$ cat src/hw/spp_regs.svh
// register offsets, field positions and reset values of the slave parallel port
// assumes an includer that lives in the same directory
`ifndef SPP_REGS_SVH
`define SPP_REGS_SVH

`define SPP_ADDR_W          4
`define SPP_OFS_DATA_PORT   4'h0
`define SPP_OFS_DATA_LATCH  4'h1
`define SPP_OFS_DATA_DIR    4'h2
`define SPP_OFS_CTL_PORT    4'h3
`define SPP_OFS_CTL_LATCH   4'h4
`define SPP_OFS_CTL_STATUS  4'h5
`define SPP_OFS_IRQ_FLAGS   4'h6
`define SPP_OFS_IRQ_ENABLE  4'h7
`define SPP_OFS_IRQ_PRIO    4'h8
`define SPP_OFS_ANALOG_CFG  4'h9

`define SPP_BIT_IN_FULL     7
`define SPP_BIT_OUT_FULL    6
`define SPP_BIT_OVERRUN     5
`define SPP_BIT_PORT_EN     4
`define SPP_BIT_PORT_EVENT  7

`define SPP_PIN_RD          0
`define SPP_PIN_WR          1
`define SPP_PIN_CS          2

`define SPP_RST_DATA_DIR    8'hFF
`define SPP_RST_CTL_DIR     3'h7
`define SPP_RST_ANALOG_CFG  4'h0
`define SPP_DIGITAL_CFG     4'hA

`endif

$ cat src/hw/spp_pkg.sv
// types shared by the slave parallel port modules
// assumes nothing beyond a SystemVerilog compiler
package spp_pkg;

  typedef enum logic [1:0] {
    SPP_IDLE,
    SPP_WRITING,
    SPP_READING
  } spp_xfer_t;

  typedef struct packed {
    logic [2:0] stage1;
    logic [2:0] stage2;
    logic [7:0] data1;
    logic [7:0] data2;
  } spp_sync_state_t;

  typedef struct packed {
    spp_xfer_t xfer;
  } spp_seq_state_t;

  typedef struct packed {
    logic [7:0] data_in;
    logic [7:0] wr_hold;
    logic       writing;
    logic       reading;
    logic [7:0] data_latch;
    logic [7:0] data_dir;
    logic [2:0] ctl_latch;
    logic [2:0] ctl_dir;
    logic       in_full;
    logic       out_full;
    logic       overrun;
    logic       port_en;
    logic       event_flag;
    logic       event_en;
    logic       event_prio;
    logic [3:0] analog_cfg;
    logic [7:0] data_oe;
    logic [2:0] ctl_oe;
    logic [7:0] rdata;
  } spp_core_state_t;

endpackage

$ cat src/hw/spp_evt_if.sv
// synchronised host strobes and transfer events between the port modules
// assumes all parties run on the one system clock
`timescale 1ns/1ns
`default_nettype none

interface spp_evt_if;
  logic [2:0] pin_n;
  logic [7:0] data;
  logic       port_active;
  logic       wr_begin;
  logic       wr_end;
  logic       rd_begin;
  logic       rd_end;

  modport sync_side (output pin_n, output data);
  modport seq_side  (input pin_n, input port_active,
                     output wr_begin, output wr_end,
                     output rd_begin, output rd_end);
  modport core_side (input pin_n, input data, output port_active,
                     input wr_begin, input wr_end,
                     input rd_begin, input rd_end);
endinterface // spp_evt_if

`default_nettype wire

$ cat src/hw/spp_top.sv
// slave parallel port: 8-bit host-accessible latch with control pins
// assumes host pins asynchronous inputs, single system clock, plain reg port
//
// Operation
// - enable bit turns data port into slave port
// - host reads and writes latch independently of cpu
// - pins zero/one/two are read, write, select
// - write spans select and write strobe low
// - write end captures byte, sets event, input-full
// - read start drives latch, sets output-full
// - cpu write during read drives out, no flag
// - read end releases pins, sets event flag
// - upper control bits: full, full, overrun, enable
// - write over unread byte sets sticky overrun
// - reset clears status, control pins become inputs
//
// Added by the designer: the register offsets and strobed register access.
`include "spp_regs.svh"
`timescale 1ns/1ns
`default_nettype none

module spp_top (
  input  wire logic                   i_clk_sys,
  input  wire logic                   i_nrst,
  // register port
  input  wire logic [`SPP_ADDR_W-1:0] i_addr,
  input  wire logic [7:0]             i_wdata,
  input  wire logic                   i_we,
  input  wire logic                   i_re,
  output logic      [7:0]             o_rdata,
  // multi-output pwm mode of the capture/pwm unit
  input  wire logic                   i_pwm_multi_output,
  // data pins
  input  wire logic [7:0]             i_data,
  output logic      [7:0]             o_data,
  output logic      [7:0]             o_data_oe,
  // control pins, active-low host strobes in port mode
  input  wire logic [2:0]             i_ctl_pin_n,
  output logic      [2:0]             o_ctl_pin,
  output logic      [2:0]             o_ctl_pin_oe,
  // port event flag with its enable and priority
  output logic                        o_port_event_flag,
  output logic                        o_port_event_enable,
  output logic                        o_port_event_priority
);
  import spp_pkg::*;

  localparam spp_core_state_t RESET_STATE = '{
    data_in:    8'h00,
    wr_hold:    8'h00,
    writing:    1'b0,
    reading:    1'b0,
    data_latch: 8'h00,
    data_dir:   `SPP_RST_DATA_DIR,
    ctl_latch:  3'h0,
    ctl_dir:    `SPP_RST_CTL_DIR,
    in_full:    1'b0,
    out_full:   1'b0,
    overrun:    1'b0,
    port_en:    1'b0,
    event_flag: 1'b0,
    event_en:   1'b0,
    event_prio: 1'b0,
    analog_cfg: `SPP_RST_ANALOG_CFG,
    data_oe:    8'h00,
    ctl_oe:     3'h0,
    rdata:      8'h00
  };

  spp_evt_if       evt ();
  spp_core_state_t q;
  spp_core_state_t next_q;
  logic            active;
  logic            cpu_wr_data;
  logic            cpu_rd_data;
  logic            cpu_wr_status;
  logic            cpu_wr_flags;
  logic [7:0]      status_byte;

  spp_sync u_sync (
    .i_clk_sys (i_clk_sys),
    .i_nrst    (i_nrst),
    .i_pin_n   (i_ctl_pin_n),
    .i_data    (i_data),
    .evt       (evt)
  );

  spp_seq u_seq (
    .i_clk_sys (i_clk_sys),
    .i_nrst    (i_nrst),
    .evt       (evt)
  );

  // port mode is lost while the pwm unit owns the pins in multi-output mode
  assign active          = q.port_en & ~i_pwm_multi_output;
  assign evt.port_active = active;

  always_comb begin
    next_q        = q;
    next_q.rdata  = 8'h00;
    cpu_wr_data   = i_we && (i_addr == `SPP_OFS_DATA_PORT ||
                             i_addr == `SPP_OFS_DATA_LATCH);
    cpu_rd_data   = i_re && (i_addr == `SPP_OFS_DATA_PORT) && active;
    cpu_wr_status = i_we && (i_addr == `SPP_OFS_CTL_STATUS);
    cpu_wr_flags  = i_we && (i_addr == `SPP_OFS_IRQ_FLAGS);
    status_byte   = {q.in_full, q.out_full, q.overrun, q.port_en,
                     1'b0, q.ctl_dir};

    // cpu writes; clears first so that hardware sets below win
    if (cpu_wr_data) begin
      // a cpu write shows at once on the pins where driven: during a host read, or on output bits outside port mode; never sets output-full
      next_q.data_latch = i_wdata;
      if (!q.reading) begin
        next_q.out_full = 1'b0;
      end
    end
    if (i_we) begin
      unique case (i_addr)
        `SPP_OFS_DATA_DIR: begin
          next_q.data_dir = i_wdata;
        end
        `SPP_OFS_CTL_LATCH: begin
          next_q.ctl_latch = i_wdata[2:0];
        end
        `SPP_OFS_IRQ_ENABLE: begin
          next_q.event_en = i_wdata[`SPP_BIT_PORT_EVENT];
        end
        `SPP_OFS_IRQ_PRIO: begin
          next_q.event_prio = i_wdata[`SPP_BIT_PORT_EVENT];
        end
        `SPP_OFS_ANALOG_CFG: begin
          next_q.analog_cfg = i_wdata[3:0];
        end
        default: begin
        end
      endcase
    end
    if (cpu_wr_status) begin
      // full flags are read-only; overrun is cleared only from here
      next_q.overrun = i_wdata[`SPP_BIT_OVERRUN];
      next_q.port_en = i_wdata[`SPP_BIT_PORT_EN];
      next_q.ctl_dir = i_wdata[2:0];
    end
    if (cpu_wr_flags) begin
      next_q.event_flag = i_wdata[`SPP_BIT_PORT_EVENT];
    end
    if (cpu_rd_data) begin
      next_q.in_full = 1'b0;
    end

    // cpu reads, answered on the following cycle only
    if (i_re) begin
      unique case (i_addr)
        `SPP_OFS_DATA_PORT: begin
          // port mode returns the host byte, otherwise the pin levels
          next_q.rdata = active ? q.data_in : i_data;
        end
        `SPP_OFS_DATA_LATCH: begin
          next_q.rdata = q.data_latch;
        end
        `SPP_OFS_DATA_DIR: begin
          next_q.rdata = q.data_dir;
        end
        `SPP_OFS_CTL_PORT: begin
          next_q.rdata = {5'h00, evt.pin_n};
        end
        `SPP_OFS_CTL_LATCH: begin
          next_q.rdata = {5'h00, q.ctl_latch};
        end
        `SPP_OFS_CTL_STATUS: begin
          next_q.rdata = status_byte;
        end
        `SPP_OFS_IRQ_FLAGS: begin
          next_q.rdata = {q.event_flag, 7'h00};
        end
        `SPP_OFS_IRQ_ENABLE: begin
          next_q.rdata = {q.event_en, 7'h00};
        end
        `SPP_OFS_IRQ_PRIO: begin
          next_q.rdata = {q.event_prio, 7'h00};
        end
        `SPP_OFS_ANALOG_CFG: begin
          next_q.rdata = {4'h0, q.analog_cfg};
        end
        default: begin
          next_q.rdata = 8'h00;
        end
      endcase
    end

    // host write: track the byte while strobes are low, latch on release
    if (evt.wr_begin) begin
      next_q.writing = 1'b1;
    end
    if ((evt.wr_begin || q.writing) && !evt.wr_end) begin
      next_q.wr_hold = evt.data;
    end
    if (evt.wr_end) begin
      next_q.writing    = 1'b0;
      next_q.data_in    = q.wr_hold;
      next_q.in_full    = 1'b1;
      next_q.event_flag = 1'b1;
      // byte still unread unless the cpu takes it in this very cycle
      if (q.in_full && !cpu_rd_data) begin
        next_q.overrun = 1'b1;
      end
    end

    // host read: drive latch while strobes are low
    if (evt.rd_begin) begin
      next_q.reading  = 1'b1;
      next_q.out_full = 1'b1;
    end
    if (evt.rd_end) begin
      next_q.reading    = 1'b0;
      next_q.event_flag = 1'b1;
    end
    if (!active) begin
      next_q.writing = 1'b0;
      next_q.reading = 1'b0;
    end

    // pin drivers; direction bit 1 means input
    if (active) begin
      next_q.data_oe = next_q.reading ? 8'hFF : 8'h00;
      next_q.ctl_oe  = 3'h0;
    end else begin
      next_q.data_oe = ~next_q.data_dir;
      next_q.ctl_oe  = ~next_q.ctl_dir;
    end
  end

  always_ff @(posedge i_clk_sys or negedge i_nrst) begin
    if (!i_nrst) begin
      q <= RESET_STATE;
    end else begin
      q <= next_q;
    end
  end

  assign o_rdata               = q.rdata;
  assign o_data                = q.data_latch;
  assign o_data_oe             = q.data_oe;
  assign o_ctl_pin             = q.ctl_latch;
  assign o_ctl_pin_oe          = q.ctl_oe;
  assign o_port_event_flag     = q.event_flag;
  assign o_port_event_enable   = q.event_en;
  assign o_port_event_priority = q.event_prio;
endmodule // spp_top

`default_nettype wire

$ cat src/hw/spp_sync.sv
// two-stage synchroniser for host strobes plus an aligned data delay
// assumes the host pins are quiet apart from their own transitions
`timescale 1ns/1ns
`default_nettype none

module spp_sync (
  input  wire logic       i_clk_sys,
  input  wire logic       i_nrst,
  input  wire logic [2:0] i_pin_n,
  input  wire logic [7:0] i_data,
  spp_evt_if.sync_side    evt
);
  import spp_pkg::*;

  spp_sync_state_t q;
  spp_sync_state_t next_q;

  // data delayed by the same two stages so it lines up with the strobes
  always_comb begin
    next_q        = q;
    next_q.stage1 = i_pin_n;
    next_q.stage2 = q.stage1;
    next_q.data1  = i_data;
    next_q.data2  = q.data1;
  end

  always_ff @(posedge i_clk_sys or negedge i_nrst) begin
    if (!i_nrst) begin
      q <= '{stage1: 3'h7, stage2: 3'h7, data1: 8'h00, data2: 8'h00};
    end else begin
      q <= next_q;
    end
  end

  assign evt.pin_n = q.stage2;
  assign evt.data  = q.data2;
endmodule // spp_sync

`default_nettype wire

$ cat src/hw/spp_seq.sv
// host transfer sequencer: turns synchronised strobes into begin/end events
// assumes strobes already synchronised; events are combinational pulses
`include "spp_regs.svh"
`timescale 1ns/1ns
`default_nettype none

module spp_seq (
  input  wire logic    i_clk_sys,
  input  wire logic    i_nrst,
  spp_evt_if.seq_side  evt
);
  import spp_pkg::*;

  spp_seq_state_t q;
  spp_seq_state_t next_q;
  logic           cs_low;
  logic           wr_low;
  logic           rd_low;

  always_comb begin
    next_q       = q;
    cs_low       = ~evt.pin_n[`SPP_PIN_CS];
    wr_low       = ~evt.pin_n[`SPP_PIN_WR];
    rd_low       = ~evt.pin_n[`SPP_PIN_RD];
    evt.wr_begin = 1'b0;
    evt.wr_end   = 1'b0;
    evt.rd_begin = 1'b0;
    evt.rd_end   = 1'b0;
    unique case (q.xfer)
      SPP_IDLE: begin
        // write wins if a broken host drops both strobes at once
        if (evt.port_active && cs_low && wr_low) begin
          next_q.xfer  = SPP_WRITING;
          evt.wr_begin = 1'b1;
        end else if (evt.port_active && cs_low && rd_low) begin
          next_q.xfer  = SPP_READING;
          evt.rd_begin = 1'b1;
        end
      end
      SPP_WRITING: begin
        if (!evt.port_active) begin
          next_q.xfer = SPP_IDLE;
        end else if (!cs_low || !wr_low) begin
          next_q.xfer = SPP_IDLE;
          evt.wr_end  = 1'b1;
        end
      end
      SPP_READING: begin
        if (!evt.port_active) begin
          next_q.xfer = SPP_IDLE;
        end else if (!cs_low || !rd_low) begin
          next_q.xfer = SPP_IDLE;
          evt.rd_end  = 1'b1;
        end
      end
      default: next_q.xfer = SPP_IDLE;
    endcase
  end

  always_ff @(posedge i_clk_sys or negedge i_nrst) begin
    if (!i_nrst) begin
      q <= '{xfer: SPP_IDLE};
    end else begin
      q <= next_q;
    end
  end
endmodule // spp_seq

`default_nettype wire

$ cat config.mk
export PLATFORM = sky130hd
export DESIGN_NAME = spp_top
export DESIGN_NICKNAME = d
export VERILOG_FILES = /design/src/hw/spp_pkg.sv /design/src/hw/spp_evt_if.sv /design/src/hw/spp_top.sv /design/src/hw/spp_sync.sv /design/src/hw/spp_seq.sv
export VERILOG_INCLUDE_DIRS = /design/src /design/src/hw
export SDC_FILE = /design/constraint.sdc
export NUM_CORES = 1
export LEC_CHECK = 0
export BUFFER_PORTS_ARGS = -buffer_cell sky130_fd_sc_hd__buf_2
export CAP_MARGIN = 20
export CORE_AREA = 2 2 89 91
export CTS_CLUSTER_SIZE = 14
export DETAILED_ROUTE_END_ITERATION = 8
export DIE_AREA = 0 0 91 93
export PLACE_DENSITY = 0.76
export RECOVER_POWER = 100
export SLEW_MARGIN = 15
export SYNTH_ARGS = -nofsm -noshare
export SYNTH_HDL_FRONTEND = slang
export SYNTH_SLANG_ARGS = --single-unit
$ cat constraint.sdc
create_clock -name i_clk_sys -period 4.64 [get_ports i_clk_sys]
set_input_delay 0.696 -clock i_clk_sys [delete_from_list [all_inputs] [get_ports i_clk_sys]]
set_output_delay 0.696 -clock i_clk_sys [all_outputs]
set_load 0.05 [all_outputs]
==> summary.md <==
| Metric | Value |
|---|---|
| Status | `complete, but fails checks` |
| Failing checks | `max-capacitance violations, max-slew violations` |
| Drt initial violations | `167` |
| Post-route DRC | `0` |
| Critical-path cell list | `clkbuf_1, nor4b_1, inv_1, o21ai_0, o31ai_1` |
| Port buffer count | `60` |
| Fin crit share | `67.6%` |
| Hold Buf Count CTS | `0` |
| Yosys top cell by area | `dfrtp_1` |
| Initial antenna violation count | `0` |
| Largest cells by area after synthesis | `dfrtp_1 (48%), dfstp_2 (11%), mux2_2 (9.5%)` |
| Via count | `2,424` |
| Sequential share of the synthesized area | `58.9%` |
| CTS H-tree depth | `3` |
| Psw | `0.723 mW` |
| Row count | `32` |
| Setup violators final | `0` |
| Die width | `91 µm` |
| #FFs+latches synth | `94` |
| TNS Setup | `0 ns` |
| Hold Crit Depth | `0` |
| Setup Crit Path Kind | `in -> reg` |
| Most Crowded Layer GR | `met2` |
| Layout Utilization | `57.1%` |
| Clock Skew | `0.0103 ns` |
| Crit path max-delay family | `simple AND/OR/NAND/NOR gates` |
| Worst-path maximum fanout | `16` |
| Syn_nets | `347` |
| Worst slew pin tran | `1.73 ns` |
| Clock sink count | `94` |
| Critical-path cell with the highest stage delay | `nor4b_1` |
| Post-cts sizing count | `0` |
| Die area | `0.00846 mm²` |
| Worst Path Arrival | `3.35 ns` |
| R2R depth | `4` |
| Synth warnings | `0` |
| Dpl hpwl | `5600 µm` |
| Syn Area/Cell | `12.6 µm²` |
| Worst R2R Start | `q[26]` |
| CP required | `4.85 ns` |
| Worst setup EP type | `register` |
| Die Y | `93 µm` |
| Top FF cell, synth | `dfrtp_1` |
| Number of global-route vias before repair | `2,411` |
| Hold path start | `u_sync.next_q[5]` |
| Sum of buffers and inverters on the critical path | `2` |
| CP Launch Type | `input pin` |
| Sequential share of power | `49.6%` |
| Post-synth ARST share | `100%` |
| Yosys top cell area share | `47.9%` |
| Power after layout | `2.16 mW` |
| CTS root buffer | `clkbuf_8` |
| Final ANT Viol Nets | `0` |
| Tmin final | `3.14 ns` |
| Final slew viol count | `45` |
| Total grt overflow | `0` |
| Post-Syn Area | `0.00403 mm²` |
| Worst skew pair latency | `0.36 ns` |
| Post-DR wirelength/cell | `17.2 µm` |
| Worst path max stage delay | `1.40 ns` |
| Ant. Diodes | `0` |
| Clk buf depth | `2` |
| Largest net degree at the start of global routing | `62` |
| Vias/cell | `5.30` |
| Hold WS | `0.355 ns` |
| CTS tree | `built` |
| FMAX | `319 MHz` |
| # IOs | `61` |
| Comb pwr share | `22.8%` |
| M3 GR Usage | `3.55%` |
| Leading cell type in the layout, fill and taps excluded | `dfrtp_1` |
| Share of cells above drive strength 1 | `24.2%` |
| Area Overhead vs Synth | `6.68%` |
| Flop2flop setup slack | `2.21 ns` |
| Post-synth EDFFs | `0` |
| Int Pwr | `1.44 mW` |
| GRT Total Usage | `20.0%` |
| GPL Wtd Cong | `0.895` |
| Final WL | `7880 µm` |
| Leakage | `1.92 nW` |
| Max-Cap Viols | `2` |
| Total setup buffers inserted after CTS | `0` |
| Leading cell types in the layout, fill and taps excluded | `dfrtp_1 (77), clkbuf_1 (44), nand2_1 (37), mux2_2 (29), buf_2 (18)` |
| Rel. slew slack | `-15.7%` |
| Tightest Hold Check Type | `reg -> reg` |
| Unrepaired setup endpoints after global routing | `false` |
| Net Sw Frac | `33.5%` |
| Met1 track demand over resource | `28.3%` |
| Hold Fails Final Rpt | `0` |
| Layout Nets | `378` |
| Hold worst-path end | `u_sync.evt.data[5]` |
| Power Dens Cells | `503 mW/mm²` |
| Reg clk slew, reported paths | `0.09 ns` |
| CTS buffer count | `9` |
| Router iterations before antenna repair | `4` |
| Core area | `0.00753 mm²` |
| Placed Instances | `441` |
| Met2 Usage GRT | `31.5%` |
| Mapped Cells | `319` |
| Worst R2R End | `q[57]` |
| First-pass GRT wire length | `12,900 µm` |
| VDD IR max | `0.238 mV` |
| Non-Filler Instances | `457` |
| Distinct cell type count after synthesis | `45` |
| Initial cell density of the core | `53.5%` |
| Clock network fraction of design power | `27.6%` |
[worst reg2reg max path: stages (launching register included)]
cell	delay (ns)
dfrtp_1	0.42
nand2b_1	0.61
nor3_1	0.16
o22ai_1	0.72
mux2_2	0.42
[power groups by stage]
stage | Clock (mW) | Sequential, mW | Combinational [mW]
after floorplan | 0 | 1.08 | 0.443
after global placement | 0 | 1.08 | 0.516
after detailed placement | 0 | 1.08 | 0.528
after CTS | 0.604 | 1.07 | 0.529
after global routing | 0.635 | 1.09 | 0.530
final | 0.597 | 1.07 | 0.493
[sequential cells by signal (all words and copies together), names as in the netlist, 2 cells and up]
register,flops
o_ctl_pin,3
q,37
u_sync.next_q,11
u_sync.evt.data,8
o_rdata,8
o_data,8
o_data_oe,8
u_seq.q,2
o_ctl_pin_oe,3
u_sync.evt.pin_n,3
[metal layers]
layer	share of wire, %	vias to the layer above	wire, µm
met5	0	-	0
met4	1.7	0	137
met3	4.1	13	325
met2	49	68	3820
met1	46	1200	3590
li1	-	1143	-
[cells by family (layout without fill, tap and decap cells)]
group,count (synthesis),in the layout,synth area share (%)
flops,94,94,58.9
simple gates,79,79,10.3
mux,54,54,14.9
buf+inv,46,82,7.49
compound gates,45,45,8.17
xor+xnor,1,1,0.218
[synth_stat cells, types with 4 or more instances]
cell and n:
a22oi_1 6, nor2b_1 5, mux2i_1 17, buf_4 31
mux2_2 34, nand2_1 37, buf_2 4, o21ai_0 6
nand3_1 5, clkbuf_1 6, a21boi_1 7, a21oi_1 8
dfrtp_1 77, dfstp_2 17, nor2_1 13
[layout make-up]
| class | count | area, µm² |
|---|---|---|
| sequential | 94 | 2370 |
| multi-input combinational | 179 | 1300 |
| timing repair buffer | 62 | 259 |
| clock inverter | 6 | 93.8 |
| clock buffer | 10 | 128 |
| inverter | 4 | 15.0 |
| fill | 679 | 3230 |
| tap | 102 | 128 |
[how the worst max path moves through the flow]
stage | slack [ns] | to | cells after the start | startpoint
3_5_place_dp | 2.04 | q[57] | 5 | i_pwm_multi_output
3_3_place_gp | 2.10 | q[59] | 5 | i_pwm_multi_output
5_1_grt | 1.32 | q[28] | 5 | i_addr[2]
4_1_cts | 2.43 | q[57] | 5 | i_pwm_multi_output
6_report | 1.50 | q[28] | 5 | i_addr[2]
2_1_floorplan | 2.75 | q[54] | 5 | i_pwm_multi_output
[metrics by stage]
stage	worst slack, ns	area [µm²]
6_report	1.50	4300
5_1_grt	1.32	4300
4_1_cts	2.43	4410
3_5_place_dp	2.04	4190
3_3_place_gp	2.10	4190
2_1_floorplan	2.75	4030
Power figures use the tool's default switching activity.
